$ cat config.mk
export PLATFORM = sky130hd
export DESIGN_NAME = alarm_status_aggregator
export DESIGN_NICKNAME = d
export VERILOG_FILES = /design/src/alarm_pkg.sv /design/src/alarm_status_aggregator.sv
export SDC_FILE = /design/constraint.sdc
export NUM_CORES = 1
export LEC_CHECK = 0
export BUFFER_PORTS_ARGS = -buffer_cell sky130_fd_sc_hd__buf_2
export CORE_UTILIZATION = 42
export DETAILED_ROUTE_END_ITERATION = 7
export GPL_TIMING_DRIVEN = 0
export HOLD_SLACK_MARGIN = 0.02
export PLACE_DENSITY = 0.81
export SLEW_MARGIN = 20
export SYNTH_ARGS = -nofsm -noshare
export SYNTH_HDL_FRONTEND = slang
export SYNTH_SLANG_ARGS = --single-unit
$ cat constraint.sdc
create_clock -name ref_clk_in -period 1.2 [get_ports ref_clk_in]
set_input_delay 0.06 -clock ref_clk_in [delete_from_list [all_inputs] [get_ports ref_clk_in]]
set_output_delay 0.06 -clock ref_clk_in [all_outputs]
set_load 0.01 [all_outputs]
$ cat src/alarm_pkg.sv
// constants, field layout and carrier types of the alarm status aggregator
// assumes a decoded register access port from the serial control port
//
// Operation
// - summary bit is one when any unmasked status bit is set; other bits zero
// - selector routes summary bit onto calibration status pin as interrupt
// - status register resets to 0x3F; writing one clears that bit
// - bit 5 sets on any active lane buffer overflow or underflow
// - bit 4 sets whenever the serializer pll is not locked
// - 8b/10b: bit 3 sets while link enabled but not in data phase
// - 64b/66b: bit 3 sets at link start and on every realignment
// - bit 2 sets whenever sysref realigns the internal clocks
// - bit 0 sets whenever channel ab and cd clock dividers disagree
// - after power-on or software reset all status bits stay one until cleared
// - with link disabled only the clock bit is meaningful
// - mask register resets to 0x3F with masks at bits 5,4,3,2,0
// - a set mask bit hides status from summary; status still recorded
// - writing one to bit 5 also clears the per-lane buffer error register

package alarm_pkg;

	localparam int          REG_ADDR_W     = 12;
	localparam int          REG_DATA_W     = 8;
	localparam int          LANES_DEFAULT  = 8;

	// ----------------------------------------------------------------
	// register offsets
	// ----------------------------------------------------------------
	localparam logic [11:0] SUMMARY_OFFSET = 12'h2C0;
	localparam logic [11:0] FLAGS_OFFSET   = 12'h2C1;
	localparam logic [11:0] DISABLE_OFFSET = 12'h2C2;

	// ----------------------------------------------------------------
	// reset values and field layout
	// ----------------------------------------------------------------
	localparam logic [7:0]  SUMMARY_RESET  = 8'h00;
	localparam logic [7:0]  FLAGS_RESET    = 8'h3F;
	localparam logic [7:0]  DISABLE_RESET  = 8'h3F;
	localparam logic [7:0]  FLAGS_STORED   = 8'h3F;
	localparam logic [7:0]  ALARM_BITS     = 8'h3D;

	localparam int          BIT_LANE_BUF   = 5;
	localparam int          BIT_SER_LOCK   = 4;
	localparam int          BIT_LINK       = 3;
	localparam int          BIT_REALIGN    = 2;
	localparam int          BIT_DIVIDER    = 0;

	typedef struct packed {
		logic                  rd;
		logic                  wr;
		logic [REG_ADDR_W-1:0] addr;
		logic [REG_DATA_W-1:0] wdata;
	} reg_req_s;

	typedef struct packed {
		logic pll_locked;
		logic serial_link_enable;
		logic data_phase_state;
		logic mode_64b66b;
		logic link_realign;
		logic sysref_realign;
		logic divider_mismatch;
	} alarm_src_s;

endpackage : alarm_pkg

$ cat src/alarm_status_aggregator.sv
// alarm status aggregator: status, mask and summary registers and the pin mux
// assumes register requests are single-cycle strobes, synchronous to ref_clk_in
`timescale 1ns/10ps

module alarm_status_aggregator #(
	parameter int LANES = alarm_pkg::LANES_DEFAULT
) (
	// clock and reset
	input  wire logic                             ref_clk_in,
	input  wire logic                             reset_in,
	input  wire logic                             soft_reset_in,
	// register access
	input  wire alarm_pkg::reg_req_s              reg_req_in,
	output logic [alarm_pkg::REG_DATA_W-1:0]      reg_rdata_out,
	// alarm sources
	input  wire alarm_pkg::alarm_src_s            alarm_src_in,
	input  wire logic [LANES-1:0]                 lane_active_in,
	input  wire logic [LANES-1:0]                 lane_fifo_error_in,
	// calibration status pin
	input  wire logic                             cal_status_sel_alarm_in,
	input  wire logic                             cal_status_other_in,
	output logic                                  calibration_status_pin_out,
	// per-lane error register clear
	output logic                                  per_lane_buffer_errors_clear_out
);

	import alarm_pkg::*;

	// ----------------------------------------------------------------
	// state
	// ----------------------------------------------------------------
	logic [7:0]            alarm_source_flags;
	logic [7:0]            next_alarm_source_flags;
	logic [7:0]            alarm_source_disable;
	logic [7:0]            next_alarm_source_disable;
	logic                  summary_alarm;
	logic                  next_summary_alarm;
	logic [REG_DATA_W-1:0] rdata;
	logic [REG_DATA_W-1:0] next_rdata;
	logic                  cal_pin;
	logic                  next_cal_pin;
	logic                  lane_clear;
	logic                  next_lane_clear;
	logic                  link_enable_d;
	logic                  next_link_enable_d;

	logic [7:0]            set_vec;
	logic [7:0]            clear_vec;
	logic [LANES-1:0]      lane_hit;
	logic                  flags_write;
	logic                  disable_write;

	// ----------------------------------------------------------------
	// alarm sources
	// ----------------------------------------------------------------
	genvar g;
	generate
		for (g = 0; g < LANES; g++) begin : g_lane
			assign lane_hit[g] = lane_active_in[g] & lane_fifo_error_in[g];
		end
	endgenerate

	always_comb begin
		set_vec = 8'h00;
		set_vec[BIT_LANE_BUF] = |lane_hit;
		set_vec[BIT_SER_LOCK] = ~alarm_src_in.pll_locked;
		if (alarm_src_in.mode_64b66b) begin
			set_vec[BIT_LINK] = (alarm_src_in.serial_link_enable & ~link_enable_d)
				| (alarm_src_in.serial_link_enable & alarm_src_in.link_realign);
		end else begin
			set_vec[BIT_LINK] = alarm_src_in.serial_link_enable
				& ~alarm_src_in.data_phase_state;
		end
		set_vec[BIT_REALIGN] = alarm_src_in.sysref_realign;
		set_vec[BIT_DIVIDER] = alarm_src_in.divider_mismatch;
	end

	// ----------------------------------------------------------------
	// register file next values
	// ----------------------------------------------------------------
	assign flags_write   = reg_req_in.wr && (reg_req_in.addr == FLAGS_OFFSET);
	assign disable_write = reg_req_in.wr && (reg_req_in.addr == DISABLE_OFFSET);
	assign clear_vec     = flags_write ? (reg_req_in.wdata & FLAGS_STORED) : 8'h00;

	always_comb begin
		next_link_enable_d = alarm_src_in.serial_link_enable;
		if (soft_reset_in) begin
			next_alarm_source_flags   = FLAGS_RESET;
			next_alarm_source_disable = DISABLE_RESET;
			next_lane_clear           = 1'b0;
		end else begin
			next_alarm_source_flags = ((alarm_source_flags & ~clear_vec) | set_vec)
				& FLAGS_STORED;
			next_alarm_source_disable = disable_write ? reg_req_in.wdata
				: alarm_source_disable;
			next_lane_clear = flags_write & reg_req_in.wdata[BIT_LANE_BUF];
		end
		next_summary_alarm = |(next_alarm_source_flags & ~next_alarm_source_disable
			& ALARM_BITS);
		next_cal_pin = cal_status_sel_alarm_in ? next_summary_alarm : cal_status_other_in;
	end

	// ----------------------------------------------------------------
	// read data
	// ----------------------------------------------------------------
	always_comb begin
		next_rdata = rdata;
		if (reg_req_in.rd) begin
			unique case (reg_req_in.addr)
				SUMMARY_OFFSET: next_rdata = {7'h00, summary_alarm};
				FLAGS_OFFSET:   next_rdata = alarm_source_flags;
				DISABLE_OFFSET: next_rdata = alarm_source_disable;
				default:        next_rdata = 8'h00;
			endcase
		end
	end

	// ----------------------------------------------------------------
	// registers
	// ----------------------------------------------------------------
	always_ff @(posedge ref_clk_in or posedge reset_in) begin
		if (reset_in) begin
			alarm_source_flags   <= FLAGS_RESET;
			alarm_source_disable <= DISABLE_RESET;
			summary_alarm        <= SUMMARY_RESET[0];
			rdata                <= 8'h00;
			cal_pin              <= 1'b0;
			lane_clear           <= 1'b0;
			link_enable_d        <= 1'b0;
		end else begin
			alarm_source_flags   <= next_alarm_source_flags;
			alarm_source_disable <= next_alarm_source_disable;
			summary_alarm        <= next_summary_alarm;
			rdata                <= next_rdata;
			cal_pin              <= next_cal_pin;
			lane_clear           <= next_lane_clear;
			link_enable_d        <= next_link_enable_d;
		end
	end

	assign reg_rdata_out                    = rdata;
	assign calibration_status_pin_out       = cal_pin;
	assign per_lane_buffer_errors_clear_out = lane_clear;
endmodule : alarm_status_aggregator

# Word-level counts from Yosys, hierarchy flattened
# Cells that the tools add are included.
# word_totals
regBits	26
in_bits	50
# op_classes
n_eq_ne	3
muxes	8
bitwise_logic	21
n_reduce_logical	4
# ops
cell	count
== test 12 x 10 -> 1 bit (second input constant)	3
one-hot mux 8 bit (3 select lines)	1
two-way mux 8 bit	2
bitwise AND 1 bit	12
bitwise AND 6 bit	2
two-way mux 6 bit	2
NOT 6 bit	2
OR reduction 8 bit	1
bitwise OR 6 bit	1
OR reduction 5 bit	1
two-way mux 1 bit	3
NOT 1 bit	3
logical AND 1 bit	2
bitwise OR 1 bit	1

# Logic depth before layout (Yosys ltp)
# logic_depth
word_depth	10
mapped_depth	7
depth_no_buf	5

# Least setup slack after synthesis
# OpenSTA, ideal clock, no wires.
# synth_path
path_kind	input-to-reg
start	in reg_req_in[16] (netlist name)
end	reg cal_pin, in the netlist calibration_status_pin_out
arrival_ps	1386
slack_ps	-268
stages	6
n_path_buf	1
cell_sequence	nor4b_4 and4_1 buf_4 mux2i_1 a32oi_2 a31oi_1
# synth_between
elab_chain_len	10
elab_cells_between_ends	15
# synth_lines
item	line	source
start, declared	alarm_status_aggregator.sv:13	input wire alarm_pkg::reg_req_s reg_req_in,
== test 12 x 10 -> 1 bit	alarm_status_aggregator.sv:81	assign flags_write = reg_req_in.wr && (reg_req_in.addr == FLAGS_OFFSET);
logical AND 1 bit	alarm_status_aggregator.sv:81	
two-way mux 6 bit	alarm_status_aggregator.sv:83	assign clear_vec = flags_write ? (reg_req_in.wdata & FLAGS_STORED) : 8'h00;
NOT 6 bit	alarm_status_aggregator.sv:92	next_alarm_source_flags = ((alarm_source_flags & ~clear_vec) | set_vec)
bitwise AND 6 bit	alarm_status_aggregator.sv:92	
bitwise OR 6 bit	alarm_status_aggregator.sv:92	
two-way mux 6 bit	alarm_status_aggregator.sv:87	if (soft_reset_in) begin
bitwise AND 6 bit (*)	alarm_status_aggregator.sv:98	next_summary_alarm = |(next_alarm_source_flags & ~next_alarm_source_disable
OR reduction 5 bit (*)	alarm_status_aggregator.sv:98	
two-way mux 1 bit (*)	alarm_status_aggregator.sv:100	next_cal_pin = cal_status_sel_alarm_in ? next_summary_alarm : cal_status_other_in;
via next_cal_pin	alarm_status_aggregator.sv:41	logic next_cal_pin;
end signal, assigned	alarm_status_aggregator.sv:135	cal_pin <= next_cal_pin;
end, declared	alarm_status_aggregator.sv:40	logic cal_pin;
# The timed path passes the listed nets; every way through them passes the cells marked *.
# A chain may end at the register's enable or synchronous reset.

# Worst setup path after layout
# layout_path
start	reg link_enable_d
end	reg cal_pin, in the netlist calibration_status_pin_out
# layout_between
elab_chain_len	9
# layout_lines
item	line	source
start, declared	alarm_status_aggregator.sv:44	logic link_enable_d;
start signal, assigned	alarm_status_aggregator.sv:137	link_enable_d <= next_link_enable_d;
NOT 1 bit	alarm_status_aggregator.sv:68	set_vec[BIT_LINK] = (alarm_src_in.serial_link_enable & ~link_enable_d)
bitwise AND 1 bit	alarm_status_aggregator.sv:68	
bitwise OR 1 bit	alarm_status_aggregator.sv:69	| (alarm_src_in.serial_link_enable & alarm_src_in.link_realign);
two-way mux 1 bit	alarm_status_aggregator.sv:67	if (alarm_src_in.mode_64b66b) begin
bitwise OR 6 bit	alarm_status_aggregator.sv:92	
two-way mux 6 bit	alarm_status_aggregator.sv:87	
via next_alarm_source_flags[3]	alarm_status_aggregator.sv:33	logic [7:0] next_alarm_source_flags;
bitwise AND 6 bit	alarm_status_aggregator.sv:98	
OR reduction 5 bit	alarm_status_aggregator.sv:98	
two-way mux 1 bit	alarm_status_aggregator.sv:100	
via next_cal_pin	alarm_status_aggregator.sv:41	
# The timed path passes the listed nets, and every way through them passes these cells.

==> run summary <==
### Routing
• DRC: 0
• total length of routed met2 wires: 1715 microns
• first-pass iteration count of the detailed router: 4
• Routed WL: 3531 microns
• met1 routed wirelength after detailed routing: 1594 microns
• met3 WL post-DR: 201 microns
• vias per inst: 5.174
• number of DRC violations after detailed-routing iteration 0: 64
• final routed wire length divided by cell count: 13.38 microns
• final antenna-violating net count: 0
• total via count in the routed design: 1,366
• highest routing layer actually used: met4

### Placed design
• buffers added on ports: 57
• placer's final routability congestion estimate: 0.7886
• pre-CTS setup slack: -623.2 ps
• post-DP HPWL: 2505 microns

### Pwr
• Leakage Power: 0.9629 nW
• Power Dens Cells: 867.7 mW/mm^2
• Max IR drop VDD: 696.9 uV

### Clock tree
• root buffer selected by CTS: sky130_fd_sc_hd__clkbuf_4
• Bufs on Longest Clock Path: 2
• clk slew on worst S/H paths: 140 ps
• CTS tree: yes
• clock sink count: 26
• number of H-tree levels: 1
• total clock buffers created by CTS: 3
• clock latency on the worst-skew pair: 330 ps

### Worst setup path
• worst path arrival time: 1620 ps
• R2R Path End: calibration_status_pin_out
• Worst R2R Setup Slack: -200 ps
• Crit-path slowest cell: sky130_fd_sc_hd__a221o_1
• WP data required: 1420 ps
• number of cells on the critical path: 5
• Worst path top cell family by delay: compound AO/OA/AOI/OAI gates
• kind of launch point of the worst setup path: flip-flop
• series of cell instances along the critical path: and2b_2 > mux2i_1 > a221o_1 > a32oi_2 > a31oi_1
• beginning of the critical path: link_enable_d
• Crit Path Class: flip-flop to flip-flop
• slowest stage delay, CP: 350 ps
• Crit Reg-Reg Startpoint: link_enable_d
• crit-path max FO: 2
• worst setup path endpoint: calibration_status_pin_out
• element type at the critical path end: flip-flop
• buffering stage count on the worst path with inverters included: 0
• r2r worst-path depth: 5

### Global route
• total global-route track usage: 21.82%
• number of global-route vias before repair: 1,349
• wire length of the first global-routing pass: 5823 microns
• largest net degree at the start of global routing: 27
• total overflow reported by the global router: 0
• number of antenna violations at the first check in global routing: 0

### Timing
• number of failing hold endpoints at the final stage: 0
• final setup skew: 2.037 ps
• endpoints failing setup: 2
• setup repair after global routing missed its margin: yes
• Final period util: 117.0%
• max frequency: 0.7123 GHz
• final critical delay including setup and external delays: 1404 ps
• headroom to the max-slew limit: 63.27%
• setup slack of the critical path after layout: -204.0 ps
• slew at the pin with the worst max-slew slack: 549.9 ps
• number of max-slew violations in the final report: 0

### Status
• status: complete, but fails checks
• failing checks: negative setup slack

### Synthesis
• number of enable flip-flop cells after synthesis: 0
• area share of the largest cell type after synthesis: 24.73%
• most common cell in the netlist: sky130_fd_sc_hd__inv_1
• leading cell types by count after synthesis: 17 x sky130_fd_sc_hd__inv_1, 16 x sky130_fd_sc_hd__nand2_1, 14 x sky130_fd_sc_hd__dfrtp_1
• post-synthesis instance total: 139
• yosys warns: 0
• #FFs+latches synth: 26
• post-synthesis cell type with the largest combined area: sky130_fd_sc_hd__dfrtp_1
• main flop type after synthesis: sky130_fd_sc_hd__dfrtp_1
• Cell variety after synth: 46
• sequential fraction of the synthesis area: 47.00%
• Avg Synthesized Cell Area: 10.19 sq um
• proportion of register bits with asynchronous set or reset after synthesis: 100.0%
• cell types occupying the most area after synthesis: sky130_fd_sc_hd__dfrtp_1 25%, sky130_fd_sc_hd__dfstp_2 22%, sky130_fd_sc_hd__inv_1 4.5%
• total standard cell area after synthesis: 0.001416 sq mm
• synthesized netlist net count: 189

### Cells and area
• share of the core filled with cells: 64.52%
• area overhead of the layout relative to synthesis: 42.49%
• net count reported at finish: 271
• fraction of final layout cells with drive strength greater than 1: 44.55%
• number of antenna cells inserted: 0

### Floorplan
• I/O pin count: 60
• floorplan core area: 0.003128 sq mm
• floorplan row count: 20
• width of the die: 60.07 microns
• starting density of the core: 45.28%
• die footprint: 0.003608 sq mm
• die extent in y: 60.07 microns

### Worst hold path
• class of the tightest hold or removal check: primary input to flip-flop

### Flow run
• Max-cap violations: 0

## metal layers
layer / vias up / global-route usage [%]
met5: - / 0
met1: 639 / 26.44
li1: 673 / -
met2: 50 / 39.37
met4: 0 / 4.319
met3: 4 / 4.978
## registers in the layout (all words and copies together), names as in the netlist
register and count:
alarm_source_disable 8, summary_alarm 1, calibration_status_pin_out 1, link_enable_d 1, alarm_source_flags 6, per_lane_buffer_errors_clear_out 1
reg_rdata_out 8
## cell families (layout without fill, tap and decap cells)
kind of cell | after synthesis | count (layout) | synth area share [%]
simple gates | 47 | 47 | 21.11
compound gates | 39 | 39 | 21.56
flops | 26 | 26 | 47.00
buf+inv | 24 | 105 | 8.214
mux | 3 | 3 | 2.120
## layout make-up
cell class / instances / area, sq um
Tap cell: 44 / 55.05
Timing Repair Buffer: 77 / 475.5
Multi-Input combinational cell: 89 / 645.6
Clock buffer: 3 / 22.52
Clock inverter: 1 / 30.03
Fill cell: 266 / 1110
Buffer: 6 / 52.55
Inverter: 18 / 71.32
Sequential cell: 26 / 665.6
## where the power goes
part	switching [mW]	total [mW]	internal, mW	leakage (nW)
clock network	0.269	0.607	0.338	0.0279
registers	0.00104	0.884	0.883	0.318
logic	0.120	0.260	0.140	0.617
## placed cells by master (no fill, tap or decap), types with 3 or more instances in the layout
cell type / synthesis / final
sky130_fd_sc_hd__a22o_1: 5 / 5
sky130_fd_sc_hd__buf_2: 0 / 57
sky130_fd_sc_hd__nand2_1: 16 / 16
sky130_fd_sc_hd__nand4_1: 4 / 4
sky130_fd_sc_hd__inv_1: 17 / 16
sky130_fd_sc_hd__dlygate4sd3_1: 0 / 16
sky130_fd_sc_hd__dfstp_2: 12 / 12
sky130_fd_sc_hd__and4b_1: 4 / 4
sky130_fd_sc_hd__o21ai_0: 9 / 9
sky130_fd_sc_hd__dfrtp_1: 14 / 14
sky130_fd_sc_hd__clkbuf_4: 0 / 3
sky130_fd_sc_hd__buf_4: 2 / 5
sky130_fd_sc_hd__a22oi_1: 3 / 3
sky130_fd_sc_hd__nand3_1: 8 / 8
## timing repair
action                                  in CTS  in global routing
setup buffers                                3                  1
hold buffers                                15                  1
gates resized for setup                      0                  2
hold endpoints to repair                    32                  2
pin swaps                                    4                  3
endpoints found under the setup margin       2                 16
## how the worst min path moves through the flow
| stage | end | slack (ps) | cells after the start | start |
|---|---|---|---|---|
| floorplan | alarm_source_disable[6] | 90 | 1 | reset_in |
| global placement | link_enable_d | 180 | 1 | alarm_src_in[5] |
| detailed placement | link_enable_d | 180 | 1 | alarm_src_in[5] |
| CTS | alarm_source_flags[2] | -8 | 2 | alarm_src_in[1] |
| global route | alarm_source_flags[2] | -10 | 2 | alarm_src_in[1] |
| finish | alarm_source_flags[2] | 6 | 2 | alarm_src_in[1] |
## stage by stage
step / std cells / power (mW) / hold WS, ps / setup TNS [ps] / area [sq um]
finish: 264 / 1.751 / 5.923 / -385.5 / 2018
CTS: 262 / 1.762 / -7.928 / -385.2 / 1989
detailed placement: 240 / 1.109 / 184.9 / -5625 / 1764
floorplan: 139 / 0.9969 / 91.12 / -481.5 / 1424
global placement: 240 / 1.105 / 183.6 / -5240 / 1764
global route: 264 / 1.824 / -12.91 / -545.4 / 2018
(Power assumes the default switching activity.)
